`src/logic/olsr_pkg.sv`:
```
// Purpose: Constants and carrier types for the local status register bank
// Assumes: APB with 32-bit data, one register per aligned word
// Notes: Offsets are register indices; byte address is four times the index
`default_nettype none
package olsr_pkg;
  // Register indices and byte addresses
  localparam logic [7:0] IDX_SNAPSHOT = 8'h4F;
  localparam logic [7:0] IDX_STATUS1 = 8'h50;
  localparam logic [7:0] IDX_STATUS2 = 8'h51;
  localparam logic [7:0] IDX_PARTNER1 = 8'h58;
  localparam logic [9:0] ADDR_SNAPSHOT = 10'h13C;
  localparam logic [9:0] ADDR_STATUS1 = 10'h140;
  localparam logic [9:0] ADDR_STATUS2 = 10'h144;
  localparam logic [9:0] ADDR_CONTROL = 10'h180;
  // Field positions, first status register
  localparam int BIT_ROLE = 6;
  localparam int BIT_LOOPBACK = 5;
  localparam int BIT_LOSS_METHOD = 4;
  localparam int BIT_DIAG = 3;
  localparam int BIT_COPPER_DOWN = 2;
  localparam int BIT_OPT_MISSING = 1;
  localparam int BIT_POWER_DOWN = 0;
  // Field positions, second status register and control register
  localparam int BIT_MULTI_IF = 3;
  localparam int BIT_AUTONEG = 2;
  localparam int BIT_CTRL_LINK_SPEED = 0;
  // Reset values
  localparam logic [7:0] RST_SNAP_TERMINAL = 8'h07;
  localparam logic [7:0] RST_SNAP_CENTER = 8'h47;
  localparam logic [7:0] RST_STATUS2 = 8'h00;

  typedef struct packed {
    logic terminal_side_role;
    logic loop_active;
    logic loss_report_pin;
    logic diag_fail_pin;
    logic copper_link_down;
    logic fiber_signal_detect_pin;
    logic power_down_pin_n;
    logic port2_autoneg_strap;
    logic optical_link_up;
    logic warm_reset;
  } olsr_in_t;

  typedef struct packed {
    logic [2:0] sd_sync;
    logic [2:0] pd_sync;
    logic [2:0] diag_sync;
    logic [2:0] loss_sync;
    logic [1:0] boot_q;
    logic snap_hold;
    logic [7:0] snapshot;
    logic [7:0] status1;
    logic [7:0] status2;
    logic link_speed;
    logic [31:0] prdata;
    logic pready;
    logic pslverr;
  } olsr_state_t;
endpackage : olsr_pkg
`default_nettype wire

```
`src/logic/olsr_regs.sv`:
```
// Purpose: Local status register bank with partner-status snapshot, APB slave
// Assumes: pclk 20 MHz; role strap and link state from on-chip logic are stable
// Notes: Signal detect, power-down, diag and loss pins pass three flops; a change counts when stages 2 and 3 agree
// Notes: One wait state on every transfer; read data is caught in the setup phase
// Notes: The snapshot hold survives warm reset and power down, but not presetn
// Notes on behaviour
// - Terminal: snapshot mirrors partner status while link up
// - Center: snapshot loads partner status at link up
// - Center: warm reset or power down keep snapshot; power down does not stop the mirror while link up
// - Center: mirror again once link re-established
// - Snapshot resets 0x07 terminal, 0x47 center
// - Bit 6 shows role, reset by role
// - Bit 5 shows loopback state, resets 0
// - Bit 4 picks loss reporting method
// - Loss bit: host writes center, pin terminal
// - Bit 3 reports diagnostic failure
// - Diag bit: pin on terminal, host on center
// - Bit 2 copper down; center writes, reset 1
// - Bit 1 polled from fiber signal detect
// - Bit 0 inverse of power-down pin
// - Bit 3 multi-interface, center writable only
// - Terminal autoneg bit from strap pin
// - Center autoneg bit reads zero
//
// Decided for this implementation: the APB interface to the registers.
`default_nettype none
module olsr_regs (
  input wire logic pclk,
  input wire logic presetn,
  input wire logic psel,
  input wire logic penable,
  input wire logic pwrite,
  input wire logic [11:0] paddr,
  input wire logic [31:0] pwdata,
  input wire logic [3:0] pstrb,
  output logic [31:0] prdata,
  output logic pready,
  output logic pslverr,
  input wire olsr_pkg::olsr_in_t pins,
  input wire logic [7:0] partner_status,
  output logic [7:0] snapshot_bits,
  output logic [7:0] status1_bits,
  output logic [7:0] status2_bits
);
  olsr_pkg::olsr_state_t s_q;
  olsr_pkg::olsr_state_t s_d;
  logic wr_access;
  logic rd_access;
  logic addr_ok;
  logic term;
  // Address decode, shared by the write path, the pslverr response and the checks
  logic hit_sn;
  logic hit_s1;
  logic hit_s2;
  logic hit_ct;
  logic wr_s1;
  logic wr_s2;
  logic wr_ct;

  assign term = pins.terminal_side_role;
  assign hit_sn = paddr == {2'b00, olsr_pkg::ADDR_SNAPSHOT};
  assign hit_s1 = paddr == {2'b00, olsr_pkg::ADDR_STATUS1};
  assign hit_s2 = paddr == {2'b00, olsr_pkg::ADDR_STATUS2};
  assign hit_ct = paddr == {2'b00, olsr_pkg::ADDR_CONTROL};
  assign addr_ok = hit_sn || hit_s1 || hit_s2 || hit_ct;
  assign wr_access = psel && penable && pwrite && !s_q.pready;
  assign rd_access = psel && !penable && !pwrite;
  assign wr_s1 = wr_access && pstrb[0] && hit_s1;
  assign wr_s2 = wr_access && pstrb[0] && hit_s2;
  assign wr_ct = wr_access && pstrb[0] && hit_ct;

  // ----------------------------------------------------------------
  // Next state
  // ----------------------------------------------------------------
  always_comb begin
    s_d = s_q;
    s_d.pready = 1'b0;
    s_d.pslverr = 1'b0;
    s_d.sd_sync = {s_q.sd_sync[1:0], pins.fiber_signal_detect_pin};
    s_d.pd_sync = {s_q.pd_sync[1:0], pins.power_down_pin_n};
    s_d.diag_sync = {s_q.diag_sync[1:0], pins.diag_fail_pin};
    s_d.loss_sync = {s_q.loss_sync[1:0], pins.loss_report_pin};

    // ----------------------------------------------------------------
    // Boot capture
    // ----------------------------------------------------------------
    // Straps are caught a few clocks after reset release, never under reset
    if (s_q.boot_q != 2'b11) begin
      s_d.boot_q = s_q.boot_q + 2'b01;
      if (s_q.boot_q == 2'b10) begin
        s_d.status1[olsr_pkg::BIT_ROLE] = term;
        s_d.status2[olsr_pkg::BIT_AUTONEG] = term & pins.port2_autoneg_strap;
        if (term) begin
          s_d.status1[olsr_pkg::BIT_DIAG] = s_q.diag_sync[2];
        end
        if (!s_q.snap_hold) begin
          s_d.snapshot = term ? olsr_pkg::RST_SNAP_TERMINAL : olsr_pkg::RST_SNAP_CENTER;
        end
      end
    end

    // ----------------------------------------------------------------
    // Hardware-owned fields
    // ----------------------------------------------------------------
    s_d.status1[olsr_pkg::BIT_LOOPBACK] = pins.loop_active;
    if (s_q.sd_sync[2] == s_q.sd_sync[1]) begin
      s_d.status1[olsr_pkg::BIT_OPT_MISSING] = !s_q.sd_sync[2];
    end
    if (s_q.pd_sync[2] == s_q.pd_sync[1]) begin
      s_d.status1[olsr_pkg::BIT_POWER_DOWN] = !s_q.pd_sync[2];
    end
    if (term) begin
      if (s_q.diag_sync[2] == s_q.diag_sync[1]) begin
        s_d.status1[olsr_pkg::BIT_DIAG] = s_q.diag_sync[2];
      end
      if (s_q.loss_sync[2] == s_q.loss_sync[1]) begin
        s_d.status1[olsr_pkg::BIT_LOSS_METHOD] = s_q.loss_sync[2];
      end
      s_d.status1[olsr_pkg::BIT_COPPER_DOWN] = pins.copper_link_down;
      s_d.status2[olsr_pkg::BIT_MULTI_IF] = 1'b0;
      s_d.status2[olsr_pkg::BIT_AUTONEG] = pins.port2_autoneg_strap;
    end else begin
      s_d.status2[olsr_pkg::BIT_AUTONEG] = 1'b0;
    end
    s_d.status1[7] = s_q.link_speed;

    // ----------------------------------------------------------------
    // Snapshot: held through warm reset; power down on the center side only sets the hold flag
    // ----------------------------------------------------------------
    if (!term && (pins.warm_reset || s_q.status1[olsr_pkg::BIT_POWER_DOWN])) begin
      s_d.snap_hold = 1'b1;
    end
    if (pins.optical_link_up && !pins.warm_reset) begin
      s_d.snapshot = partner_status;
      s_d.snap_hold = 1'b0;
    end

    // ----------------------------------------------------------------
    // APB write, takes effect in the access phase
    // ----------------------------------------------------------------
    if (wr_access && pstrb[0]) begin
      if (hit_s1 && !term) begin
        s_d.status1[olsr_pkg::BIT_LOSS_METHOD] = pwdata[olsr_pkg::BIT_LOSS_METHOD];
        s_d.status1[olsr_pkg::BIT_DIAG] = pwdata[olsr_pkg::BIT_DIAG];
        s_d.status1[olsr_pkg::BIT_COPPER_DOWN] = pwdata[olsr_pkg::BIT_COPPER_DOWN];
      end
      if (hit_s2 && !term) begin
        // Reserved upper bits stay zero whatever software writes
        s_d.status2[olsr_pkg::BIT_MULTI_IF] = pwdata[olsr_pkg::BIT_MULTI_IF];
      end
      if (hit_ct) begin
        s_d.link_speed = pwdata[olsr_pkg::BIT_CTRL_LINK_SPEED];
      end
    end
    if (psel && penable && !s_q.pready) begin
      s_d.pready = 1'b1;
      s_d.pslverr = !addr_ok;
    end

    // ----------------------------------------------------------------
    // Read data sampled in setup, presented with pready
    // ----------------------------------------------------------------
    // Catching in setup keeps the mux off the pready path at the cost of
    // data that is one cycle older than the access phase
    if (rd_access) begin
      s_d.prdata = 32'h0000_0000;
      unique case (paddr)
        {2'b00, olsr_pkg::ADDR_SNAPSHOT}: s_d.prdata[7:0] = s_q.snapshot;
        {2'b00, olsr_pkg::ADDR_STATUS1}: s_d.prdata[7:0] = s_q.status1;
        {2'b00, olsr_pkg::ADDR_STATUS2}: s_d.prdata[7:0] = s_q.status2;
        {2'b00, olsr_pkg::ADDR_CONTROL}: s_d.prdata[0] = s_q.link_speed;
        default: s_d.prdata = 32'h0000_0000;
      endcase
    end
  end

  // ----------------------------------------------------------------
  // State register
  // ----------------------------------------------------------------
  always_ff @(posedge pclk or negedge presetn) begin
    if (!presetn) begin
      s_q <= '0;
      // Role unknown until strap is caught; center value is the safe default
      s_q.snapshot <= olsr_pkg::RST_SNAP_CENTER;
      s_q.status1 <= 8'h04;
      s_q.status2 <= olsr_pkg::RST_STATUS2;
    end else begin
      s_q <= s_d;
    end
  end

  assign prdata = s_q.prdata;
  assign pready = s_q.pready;
  assign pslverr = s_q.pslverr;
  assign snapshot_bits = s_q.snapshot;
  assign status1_bits = s_q.status1;
  assign status2_bits = s_q.status2;
endmodule : olsr_regs
`default_nettype wire

```
`config.mk`:
```
export PLATFORM = sky130hd
export DESIGN_NAME = olsr_regs
export DESIGN_NICKNAME = d
export VERILOG_FILES = /design/src/logic/olsr_pkg.sv /design/src/logic/olsr_regs.sv
export SDC_FILE = /design/constraint.sdc
export NUM_CORES = 1
export LEC_CHECK = 0
export BUFFER_PORTS_ARGS = -buffer_cell sky130_fd_sc_hd__buf_2
export CORE_AREA = 3 3 76 78
export DETAILED_ROUTE_END_ITERATION = 10
export DIE_AREA = 0 0 79 81
export HOLD_SLACK_MARGIN = 0.1
export PLACE_DENSITY_LB_ADDON = 0.08
export SYNTH_ARGS = -nofsm -noshare
export SYNTH_HDL_FRONTEND = slang
export SYNTH_SLANG_ARGS = --single-unit
```
`constraint.sdc`:
```
create_clock -name pclk -period 2.13 [get_ports pclk]
set_input_delay 0.213 -clock pclk [delete_from_list [all_inputs] [get_ports pclk]]
set_output_delay 0.213 -clock pclk [all_outputs]
set_load 0.01 [all_outputs]
```
* Yosys cells after proc, flatten, opt, wreduce, memory -nomap -nowiden *
Cells that the tools add are included.

word-level totals
  flip-flop bits (word level) = 44
  latch bits = 0
  bits in writable memories = 0
  bits in read-only memories = 0
  input bits = 71
  output and inout bits = 58
  memories kept = 0

operators by class
  add/subtract/negate cells = 1
  $mul = 0
  div/mod/pow operators = 0
  magnitude comparators = 0
  equal/unequal tests = 11
  shift-type cells = 0
  muxes and demuxes = 21
  bitwise gates (word level) = 0
  reduce and logical (&&, ||, !) cells = 29

operator list
  operator                                                                 count
  12-bit by 9-bit equality test with 1-bit output (second input constant)  4
  8-bit 2-to-1 mux                                                         3
  7-bit one-hot mux with 3 select lines                                    1
  1-bit logical AND                                                        11
  1-bit 2-to-1 mux                                                         10
  3-bit 2-to-1 mux                                                         3
  9-bit 2-to-1 mux                                                         1
  1-bit logical NOT                                                        8
  7-bit 2-to-1 mux                                                         1
  2-bit nonzero test                                                       3
  1-bit equality test                                                      4
  1-bit logical OR                                                         4
  2-bit AND reduction                                                      2
  1-bit one-hot mux with 3 select lines                                    1
  3-bit AND reduction                                                      1
  2-bit by 1-bit adder with 2-bit output (second input constant)           1
  2-bit equality test (second input constant)                              1
  2-bit 2-to-1 mux                                                         1
  2-bit by 1-bit != test with 1-bit output (second input constant)         1
  2-bit != test (second input constant)                                    1

* Logic depth before layout (Yosys ltp) *
Gate-level depths: netlist of run 1.

  word-level depth = 7
  depth in mapped cells = 7
  mapped depth without buffers = 7

* Worst setup path after synthesis of run 1 *
Ideal clock, no wire load.

  path type = in2reg
  start = input port paddr[9]
  end = register s_q (netlist bit s_d[50])
  arrival time = 1.731 ns
  slack = 0.272 ns
  stages = 5
  buffers on the path = 0
  cells stage by stage = or4b_4 -> or3_4 -> nor4_2 -> nand2_1 -> mux2_1

between the ends
  cells in the longest elaborated chain, start to end = 2

RTL lines
  item                                             line             text
  from (decl)                                      olsr_regs.sv:33  input wire logic [11:0] paddr,
  12-bit by 9-bit equality test with 1-bit output  olsr_regs.sv:64  assign hit_ct = paddr == {2'b00, olsr_pkg::ADDR_CONTROL};
  2-bit AND reduction (no line)                    -
  to (decl)                                        olsr_regs.sv:45  olsr_pkg::olsr_state_t s_q;

Every way passes these cells.
A chain may end at the register's enable or synchronous reset.

* Worst setup path after layout of run 1 *
  start = input port paddr[9]
  end = register s_q (netlist bit prdata[3])

between the ends
  cells in the longest elaborated chain, start to end = 2

RTL lines
  item                                             line              text
  12-bit by 9-bit equality test with 1-bit output  olsr_regs.sv:167  unique case (paddr)
  7-bit one-hot mux with 3 select lines (*)        olsr_regs.sv:167

Mark *: on every way between the ends. The rest lies on a longest branch, timed or not.

==> impl_metrics.yaml, run 1 <==
floorplan:
  initial_core_util_pct: 44.04
  num_io_pins: 129
  die_w_um: 79
  dieArea_um2: 6399
  coreArea_um2: 5140
  fp.dieH_um: 81
  row_count: 26
layout:
  final_cells: 339
  syn_to_final_growth_pct: 12.38
  final_nets: 341
  n_antenna_cell: 0
  nFillCells: 544
  stdcell_area_um2: 2544
  drive_gt1_share_pct: 36.06
route:
  num_vias: 1539
  antenna_left: 0
  wl_per_cell_um: 12.94
  avgViaCountPerCell: 4.540
  wirelength_um: 4386
  drcViolationCount: 0
  first_pass_iters: 4
  drt-initial-drc-count: 33
global_route:
  grt_max_degree: 45
  grt_pass1_vias: 1506
  grt_pass1_wl_um: 7196
  antenna_found_initial: 0
  grt_usage_pct: 14.43
  overflow: 0
timing:
  period_needed_ns: 1.724
  fmax_mhz: 580.0
  slew_violations: 0
  hold_viol_final: 0
  rsz0062_at_grt: "false"
  period_share_pct: 80.95
  slew_headroom_pct: 63.76
  setup_viol: 0
  worst_pin_slew_ns: 0.5436
  tns_ns: 0
  fin_skew_ns: 0.004887
  postLayoutSetupSlackWorst_ns: 0.4058
synthesis:
  ys.flop_type: "dfrtp_1"
  synth.ff_latch_count: 44
  syn-cell-area_um2: 2263
  synth_edf_count: 0
  netlist.area_leader.share_pct: 43.12
  synthCells: 212
  synthDistinctLibCells: 43
  yosysTopAreaCell: "dfrtp_1"
  ys_warn_count: 0
  avgSynthCellArea_um2: 10.68
  ys_seq_area_share_pct: 48.92
  yosys-top-cells-count: "56 x buf_4, 39 x dfrtp_1, 23 x nand2_1"
  synthArstFlopShare_pct: 100.0
  yosysMostFrequentCell: "buf_4"
  synth_area_leaders: "dfrtp_1 43%, buf_4 19%, dfstp_2 5.8%"
cts:
  holdBufCountCts: 6
  cts_setup_buffers: 0
  cts.htree.levels: 2
  clk_latency_ns: 0.29
  cts_resized: 0
  cts_sinks: 44
  cts_buffers: 5
  cts_buffer_depth: 2
  cts_tree: "yes"
  cts_root_buf: "clkbuf_8"
  path_clk_slew_ns: 0.08
critical_path:
  cp-start-kind: "primary input"
  r2r_cells: 6
  crit_type: "primary input to register"
  end_kind: "register"
  crit_fanout: 7
  arrival_ns: 1.94
  crit_required_ns: 2.34
place:
  post_dp_cell_area_um2: 2396
  port_buffers: 67
  post-place-cells: 325
  dp_slack_ns: 0.1088
  post-dp-hpwl_um: 3398
  gp_congestion: 0.7246
status:
  outcome: "completed"
pwr:
  total_power_uw: 1670
  ir_drop_mv: 0.4285
  leakage_uw: 0.001291
  power_density_nw_per_um2: 656.7
min_path:
  hold_class: "primary input to register"
  holdPathStages: 3
flow_run:
  cap_viol_max_count: 0
## through the flow
step,utilization (%),hold slack [ns]
4_1_cts,49.49,0.1283
2_1_floorplan,-,-0.08259
5_1_grt,49.49,0.1374
3_5_place_dp,46.62,0.3187
6_report,49.49,0.1360
3_3_place_gp,46.62,0.3212
## layout by cell type, fill, tap and decap left out, types with 3 or more instances in the layout
cell / n
buf_4: 5
a22o_1: 5
a22oi_1: 5
nand3_1: 3
o22a_1: 3
o21ai_0: 5
buf_2: 67
dlygate4sd3_1: 6
nand2_1: 23
clkbuf_8: 5
conb_1: 30
dfrtp_1: 39
a21oi_1: 6
nor2_1: 8
inv_1: 4
and3_1: 3
o21ai_1: 7
nand2b_1: 4
dfstp_2: 5
## layout make-up
| cell class | count | area [um^2] | share of cell area (%) |
|---|---|---|---|
| multi-input combinational | 135 | 813.3 | 31.97 |
| clock inverter | 3 | 18.77 | 0.7378 |
| sequential | 44 | 1107 | 43.53 |
| inverter | 4 | 15.01 | 0.5903 |
| tap | 70 | 87.58 | 3.443 |
| timing repair buffer | 78 | 432.9 | 17.02 |
| clock buffer | 5 | 68.82 | 2.705 |
## cell families (layout without fill, tap and decap cells)
kind of cell | Yosys count | count (layout) | share of synthesized area [%]
AND/OR/NAND/NOR | 60 | 60 | 16.36
multiplexers | 4 | 4 | 1.935
AO/OA/AOI/OAI | 38 | 38 | 11.17
XOR/XNOR | 1 | 1 | 0.3870
other | 1 | 30 | 0.1657
flip-flops | 44 | 44 | 48.92
buffers and inverters | 62 | 90 | 19.96
adder cells (fa/ha/maj) | 2 | 2 | 1.105
## critical path: stages
cell and delay, ns:
buf_2 0.11, or4b_4 0.57, or3_4 0.37, nor4b_4 0.26, buf_4 0.19, a221oi_1 0.11, o21ai_1 0.12
## final timing paths
kind                       slack (ns)          endpoint         startpoint
min                              0.14  snapshot_bits[6]  partner_status[6]
min in group asynchronous        0.52           s_d[64]            presetn
max reg2reg                      0.52   status1_bits[3]            s_q[60]
max                              0.41         prdata[3]           paddr[9]
min reg2reg                      0.35           s_d[67]            s_d[66]
max in group asynchronous        1.22  snapshot_bits[6]            presetn
## routing by layer
metal	part of all wire (%)	global-route usage, %	wire length, um
met1	45	18.80	1987
met2	47	23.23	2066
met3	6.9	4.878	304
met4	0.64	3.608	28
met5	0	0	0
## registers in the layout, indices dropped and copies added (netlist names)
signal         cells
s_q                7
s_d                9
snapshot_bits      8
pslverr            1
status2_bits       2
status1_bits       8
pready             1
prdata             8
## where the power goes
group	total (uW)	internal (uW)	switching, uW
logic	230	97.7	132
registers	935	895	40.5
clock network	505	229	277
total	1670	1220	449
(Power assumes the default switching activity.)
==> run 2, diff against run 1 <==
clock period = 1.76 ns   (was 2.13 ns; I/O delays follow)
==> run 2 against run 1 <==
  * Global-route usage rose by 0.061 points
  * Die area unchanged
  * First-iteration DRC count up 73%
  * Routed wire length up 4.3%
  * Critical endpoint is now status1_bits[3]
  * Flip-flop and latch count is the same
  * Clock power is 78% higher
  * Non-clock buffer count increased by 12
==> impl_metrics.yaml, run 2 (synthesis gave the netlist of run 1 again) <==
min_path:
  hold_class: "primary input to register"
  min_from: "partner_status[3]"
  hold_end: "snapshot_bits[3]"
  holdPathStages: 2
cts:
  cts.htree.levels: 2
  cts_sinks: 44
  cts_root_buf: "clkbuf_8"
  clk_latency_ns: 0.29
  path_clk_slew_ns: 0.08
  cts_buffer_depth: 2
  cts_setup_buffers: 0
  cts_buffers: 5
  cts_resized: 0
  holdBufCountCts: 8
  cts_tree: "yes"
route:
  wl_per_cell_um: 13.03
  antenna_left: 0
  first_pass_iters: 4
  drcViolationCount: 0
  avgViaCountPerCell: 4.484
  num_vias: 1574
  wirelength_um: 4575
  drt-initial-drc-count: 57
critical_path:
  crit_type: "primary input to register"
  critPathLaunch: "paddr[3]"
  arrival_ns: 1.83
  crit_fanout: 2
  r2r_slack_ns: 0.17
  crit_path_max_incr_delay_ns: 0.49
  cpMaxStageDelayCell: "or3_2"
  path_cells: "buf_2, or3_2, buf_4, nor4_2, nand2_1, nor2_1, mux2_2"
  r2r_end: "status1_bits[3]"
  r2r_cells: 6
  crit-reg2reg-launch: "s_q[60]"
  crit_required_ns: 1.94
  critical_path_buf_inv_count: 2
  cp_top_family: "simple AND/OR/NAND/NOR gates"
  cp-start-kind: "primary input"
  end_kind: "register"
floorplan:
  fp.dieH_um: 81
  row_count: 26
  num_io_pins: 129
  die_w_um: 79
  initial_core_util_pct: 44.04
  dieArea_um2: 6399
  coreArea_um2: 5140
pwr:
  leakage_uw: 0.001361
  total_power_uw: 2325
  power_density_nw_per_um2: 863.9
  ir_drop_mv: 0.5600
layout:
  drive_gt1_share_pct: 36.65
  final_cells: 351
  mostFrequentLayoutCells: "67 x buf_2, 39 x dfrtp_1, 30 x conb_1, 23 x nand2_1, 12 x buf_4"
  n_antenna_cell: 0
  largest_reg_flops: 9
  syn_to_final_growth_pct: 18.91
  final_common_cell: "buf_2"
  final_nets: 353
place:
  gp_congestion: 0.7559
  port_buffers: 67
  dp_slack_ns: -0.1975
  post-dp-hpwl_um: 3492
  post-place-cells: 332
status:
  outcome: "completed"
global_route:
  grt_max_degree: 45
  grt_pass1_wl_um: 7134
  antenna_found_initial: 0
  grt_usage_pct: 14.49
  overflow: 0
  grt_pass1_vias: 1496
timing:
  rsz0062_at_grt: "false"
  postLayoutSetupSlackWorst_ns: 0.1049
  period_share_pct: 94.04
  fmax_mhz: 604.2
  period_needed_ns: 1.655
  worst_pin_slew_ns: 0.5476
  slew_headroom_pct: 63.50
  tns_ns: 0
  fin_skew_ns: 0.007099
  slew_violations: 0
  setup_viol: 0
  hold_viol_final: 0
flow_run:
  cap_viol_max_count: 0
run 2: final cells by class:
class / count / area, um^2
clock buffer: 6 / 72.57
clock inverter: 2 / 60.06
fill: 502 / 2449
inverter: 4 / 15.01
multi-input combinational: 135 / 813.3
sequential: 44 / 1107
tap: 70 / 87.58
timing repair buffer: 90 / 535.5
run 2: per-layer routing:
layer,up-vias,share of wire (%),global-route usage (%)
met5,-,0,0
met4,0,0.55,3.608
met3,4,6.4,3.769
met2,49,48,23.23
met1,742,45,19.68
li1,779,-,-
run 2: through the flow:
stage / hold WS [ns] / util (%) / area [um^2]
final: 0.1200 / 52.36 / 2691
after global placement: 0.2854 / 47.64 / 2449
after detailed placement: 0.2853 / 47.64 / 2449
after global routing: 0.1047 / 52.36 / 2691
after floorplan: -0.1196 / - / 2372
after CTS: 0.1045 / 51.78 / 2661
run 2: report_power, final:
part / leakage, uW / internal [uW] / total, uW / switching [uW]
Sequential: 0.000529 / 1080 / 1130 / 50.7
Clock: 0.0000654 / 567 / 899 / 332
Combinational: 0.000767 / 132 / 292 / 161
run 2: worst max path at each step:
stage / to / slack (ns) / cells past startpoint
CTS: prdata[3] / 0.11 / 7
finish: status1_bits[3] / 0.10 / 7
floorplan: s_d[50] / -0.06 / 5
global route: status1_bits[3] / 0.03 / 7
detailed placement: prdata[3] / -0.20 / 7
global placement: prdata[3] / -0.19 / 7
==> run 3, diff against run 2 <==
PLACE_DENSITY = 0.76   (was not set)
PLACE_DENSITY_LB_ADDON = not set   (was 0.08)
==> run 3 against run 2 <==
  * Clock power down 28%
  * Sequential share of layout area grew 1.1 points
  * Clock skew is 0.0062 ns lower
  * Routed wire length increased by 2.1%
  * Largest cell class unchanged
  * Cell count decreased by 1.4%
  * First-iteration DRC count is 3.5% higher
  * Total power fell by 11%
  * Die area unchanged
  * Critical path depth stayed put
  * Cell area shrank 2.6%
  * Hold slack worse by 0.0049 ns
==> impl_metrics.yaml, run 3 (synthesis gave the netlist of run 1 again) <==
global_route:
  grt_pass1_wl_um: 7438
  overflow: 0
  grt_pass1_vias: 1580
  grt_usage_pct: 15.17
  antenna_found_initial: 0
  grt_max_degree: 24
critical_path:
  r2r_cells: 6
  r2r_end: "status1_bits[3]"
  crit_required_ns: 1.94
  crit_type: "primary input to register"
  crit-reg2reg-launch: "s_q[60]"
  crit_fanout: 3
  cp-start-kind: "primary input"
  end_kind: "register"
  r2r_slack_ns: 0.13
  arrival_ns: 1.85
timing:
  hold_viol_final: 0
  slew_violations: 0
  period_share_pct: 95.06
  worst_pin_slew_ns: 0.5422
  fin_skew_ns: 0.0009130
  rsz0062_at_grt: "false"
  setup_viol: 0
  period_needed_ns: 1.673
  fmax_mhz: 597.7
  timing.hold.ws_ns: 0.1151
  slew_headroom_pct: 63.85
cts:
  clk_latency_ns: 0.29
  path_clk_slew_ns: 0.08
  cts_resized: 0
  cts_tree: "yes"
  cts_sinks: 44
  cts_buffer_depth: 2
  cts_buffers: 5
  cts.htree.levels: 2
  cts_root_buf: "clkbuf_8"
place:
  gp_congestion: 0.7805
  post-place-cells: 330
  port_buffers: 67
  post_dp_cell_area_um2: 2446
  post-dp-hpwl_um: 3737
floorplan:
  initial_core_util_pct: 44.04
  fp.dieH_um: 81
  die_w_um: 79
  coreArea_um2: 5140
  dieArea_um2: 6399
  num_io_pins: 129
  row_count: 26
pwr:
  ir_drop_mv: 0.7175
  leakage_uw: 0.001324
  switchingPower_uw: 543.7
  p_int_uw: 1531
  power_density_nw_per_um2: 791.9
  seq_power_share_pct: 54.7
  total_power_uw: 2075
  p_comb_share_pct: 14.1
  p_clk_share_pct: 31.3
  swShare_pct: 26.21
min_path:
  hold_end: "snapshot_bits[7]"
  min_from: "partner_status[7]"
  hold_class: "primary input to register"
  holdPathStages: 2
route:
  first_pass_iters: 4
  antenna_left: 0
  num_vias: 1574
  wl_per_cell_um: 13.50
  wirelength_um: 4672
  drcViolationCount: 0
  drt-initial-drc-count: 59
  avgViaCountPerCell: 4.549
layout:
  final_cells: 346
  drive_gt1_share_pct: 36.59
  syn_to_final_growth_pct: 15.75
  n_antenna_cell: 0
  final_common_cell: "buf_2"
  largest_reg_flops: 9
  nFillCells: 487
  mostFrequentLayoutCells: "67 x buf_2, 39 x dfrtp_1, 30 x conb_1, 23 x nand2_1, 9 x buf_4"
  final_nets: 348
  stdcell_area_um2: 2620
flow_run:
  cap_viol_max_count: 0
status:
  outcome: "completed"
run 3: cell types whose count changed in the layout (fill, tap and decap cells not counted):
| cell | delta |
|---|---|
| clkinvlp_4 | +1 |
| buf_12 | +1 |
| bufinv_16 | -2 |
| clkbuf_8 | +1 |
| dlygate4sd3_1 | -3 |
| buf_4 | -3 |
run 3: layer usage:
| layer | track usage [%] | vias up | part of all wire (%) |
|---|---|---|---|
| met3 | 6.541 | 4 | 8.4 |
| li1 | - | 768 | - |
| met5 | 0 | - | 0 |
| met2 | 26.68 | 53 | 51 |
| met1 | 16.84 | 749 | 40 |
| met4 | 4.124 | 0 | 0.68 |
run 3: worst max path at each step:
stage	startpoint	slack, ns	depth (start not counted)	to
after CTS	paddr[3]	0.1	7	status1_bits[3]
after floorplan	paddr[9]	-0.06	5	s_d[50]
after global placement	paddr[3]	-0.18	7	status1_bits[3]
after global routing	s_q[60]	0.002	6	status1_bits[3]
final	paddr[3]	0.09	7	status1_bits[3]
after detailed placement	paddr[9]	-0.21	7	prdata[6]
run 3: worst max-delay path, cell delays in order:
cell and delay (ns):
buf_2 0.10, or3_2 0.48, buf_4 0.16, nor4_2 0.33, nand2_1 0.15, nor2_1 0.12, mux2_2 0.33
run 3: power by group through the flow:
stage | Sequential [uW] | Combinational (uW) | Clock (uW)
final | 1130 | 291 | 649
after floorplan | 1140 | 244 | 0
after global routing | 1140 | 325 | 725
after detailed placement | 1150 | 280 | 0
after global placement | 1150 | 274 | 0
after CTS | 1130 | 293 | 679
run 3: layout make-up:
| class | instances | area (um^2) | area share [%] |
|---|---|---|---|
| repair buffers | 85 | 503.0 | 19.20 |
| well taps | 70 | 87.58 | 3.343 |
| flip-flops and latches | 44 | 1107 | 42.26 |
| clock inverters | 1 | 7.507 | 0.2865 |
| clock buffers | 7 | 86.33 | 3.295 |
| inverters | 4 | 15.01 | 0.5731 |
| multi-input cells | 135 | 813.3 | 31.04 |
run 3: repair_timing:
item | 4_1_cts | 5_1_grt
buffers inserted | 0 | 0
endpoints found under the hold margin | 25 | 1
hold buffers | 7 | 1
run 3: per-stage QoR:
| step | utilization [%] | TNS [ns] | setup WS, ns |
|---|---|---|---|
| final | 50.97 | 0 | 0.08696 |
| after global routing | 50.97 | 0 | 0.001809 |
| after CTS | 50.78 | 0 | 0.09821 |
| after detailed placement | 47.59 | -1.689 | -0.2124 |
| after global placement | 47.59 | -1.492 | -0.1758 |
| after floorplan | - | -0.3446 | -0.06139 |
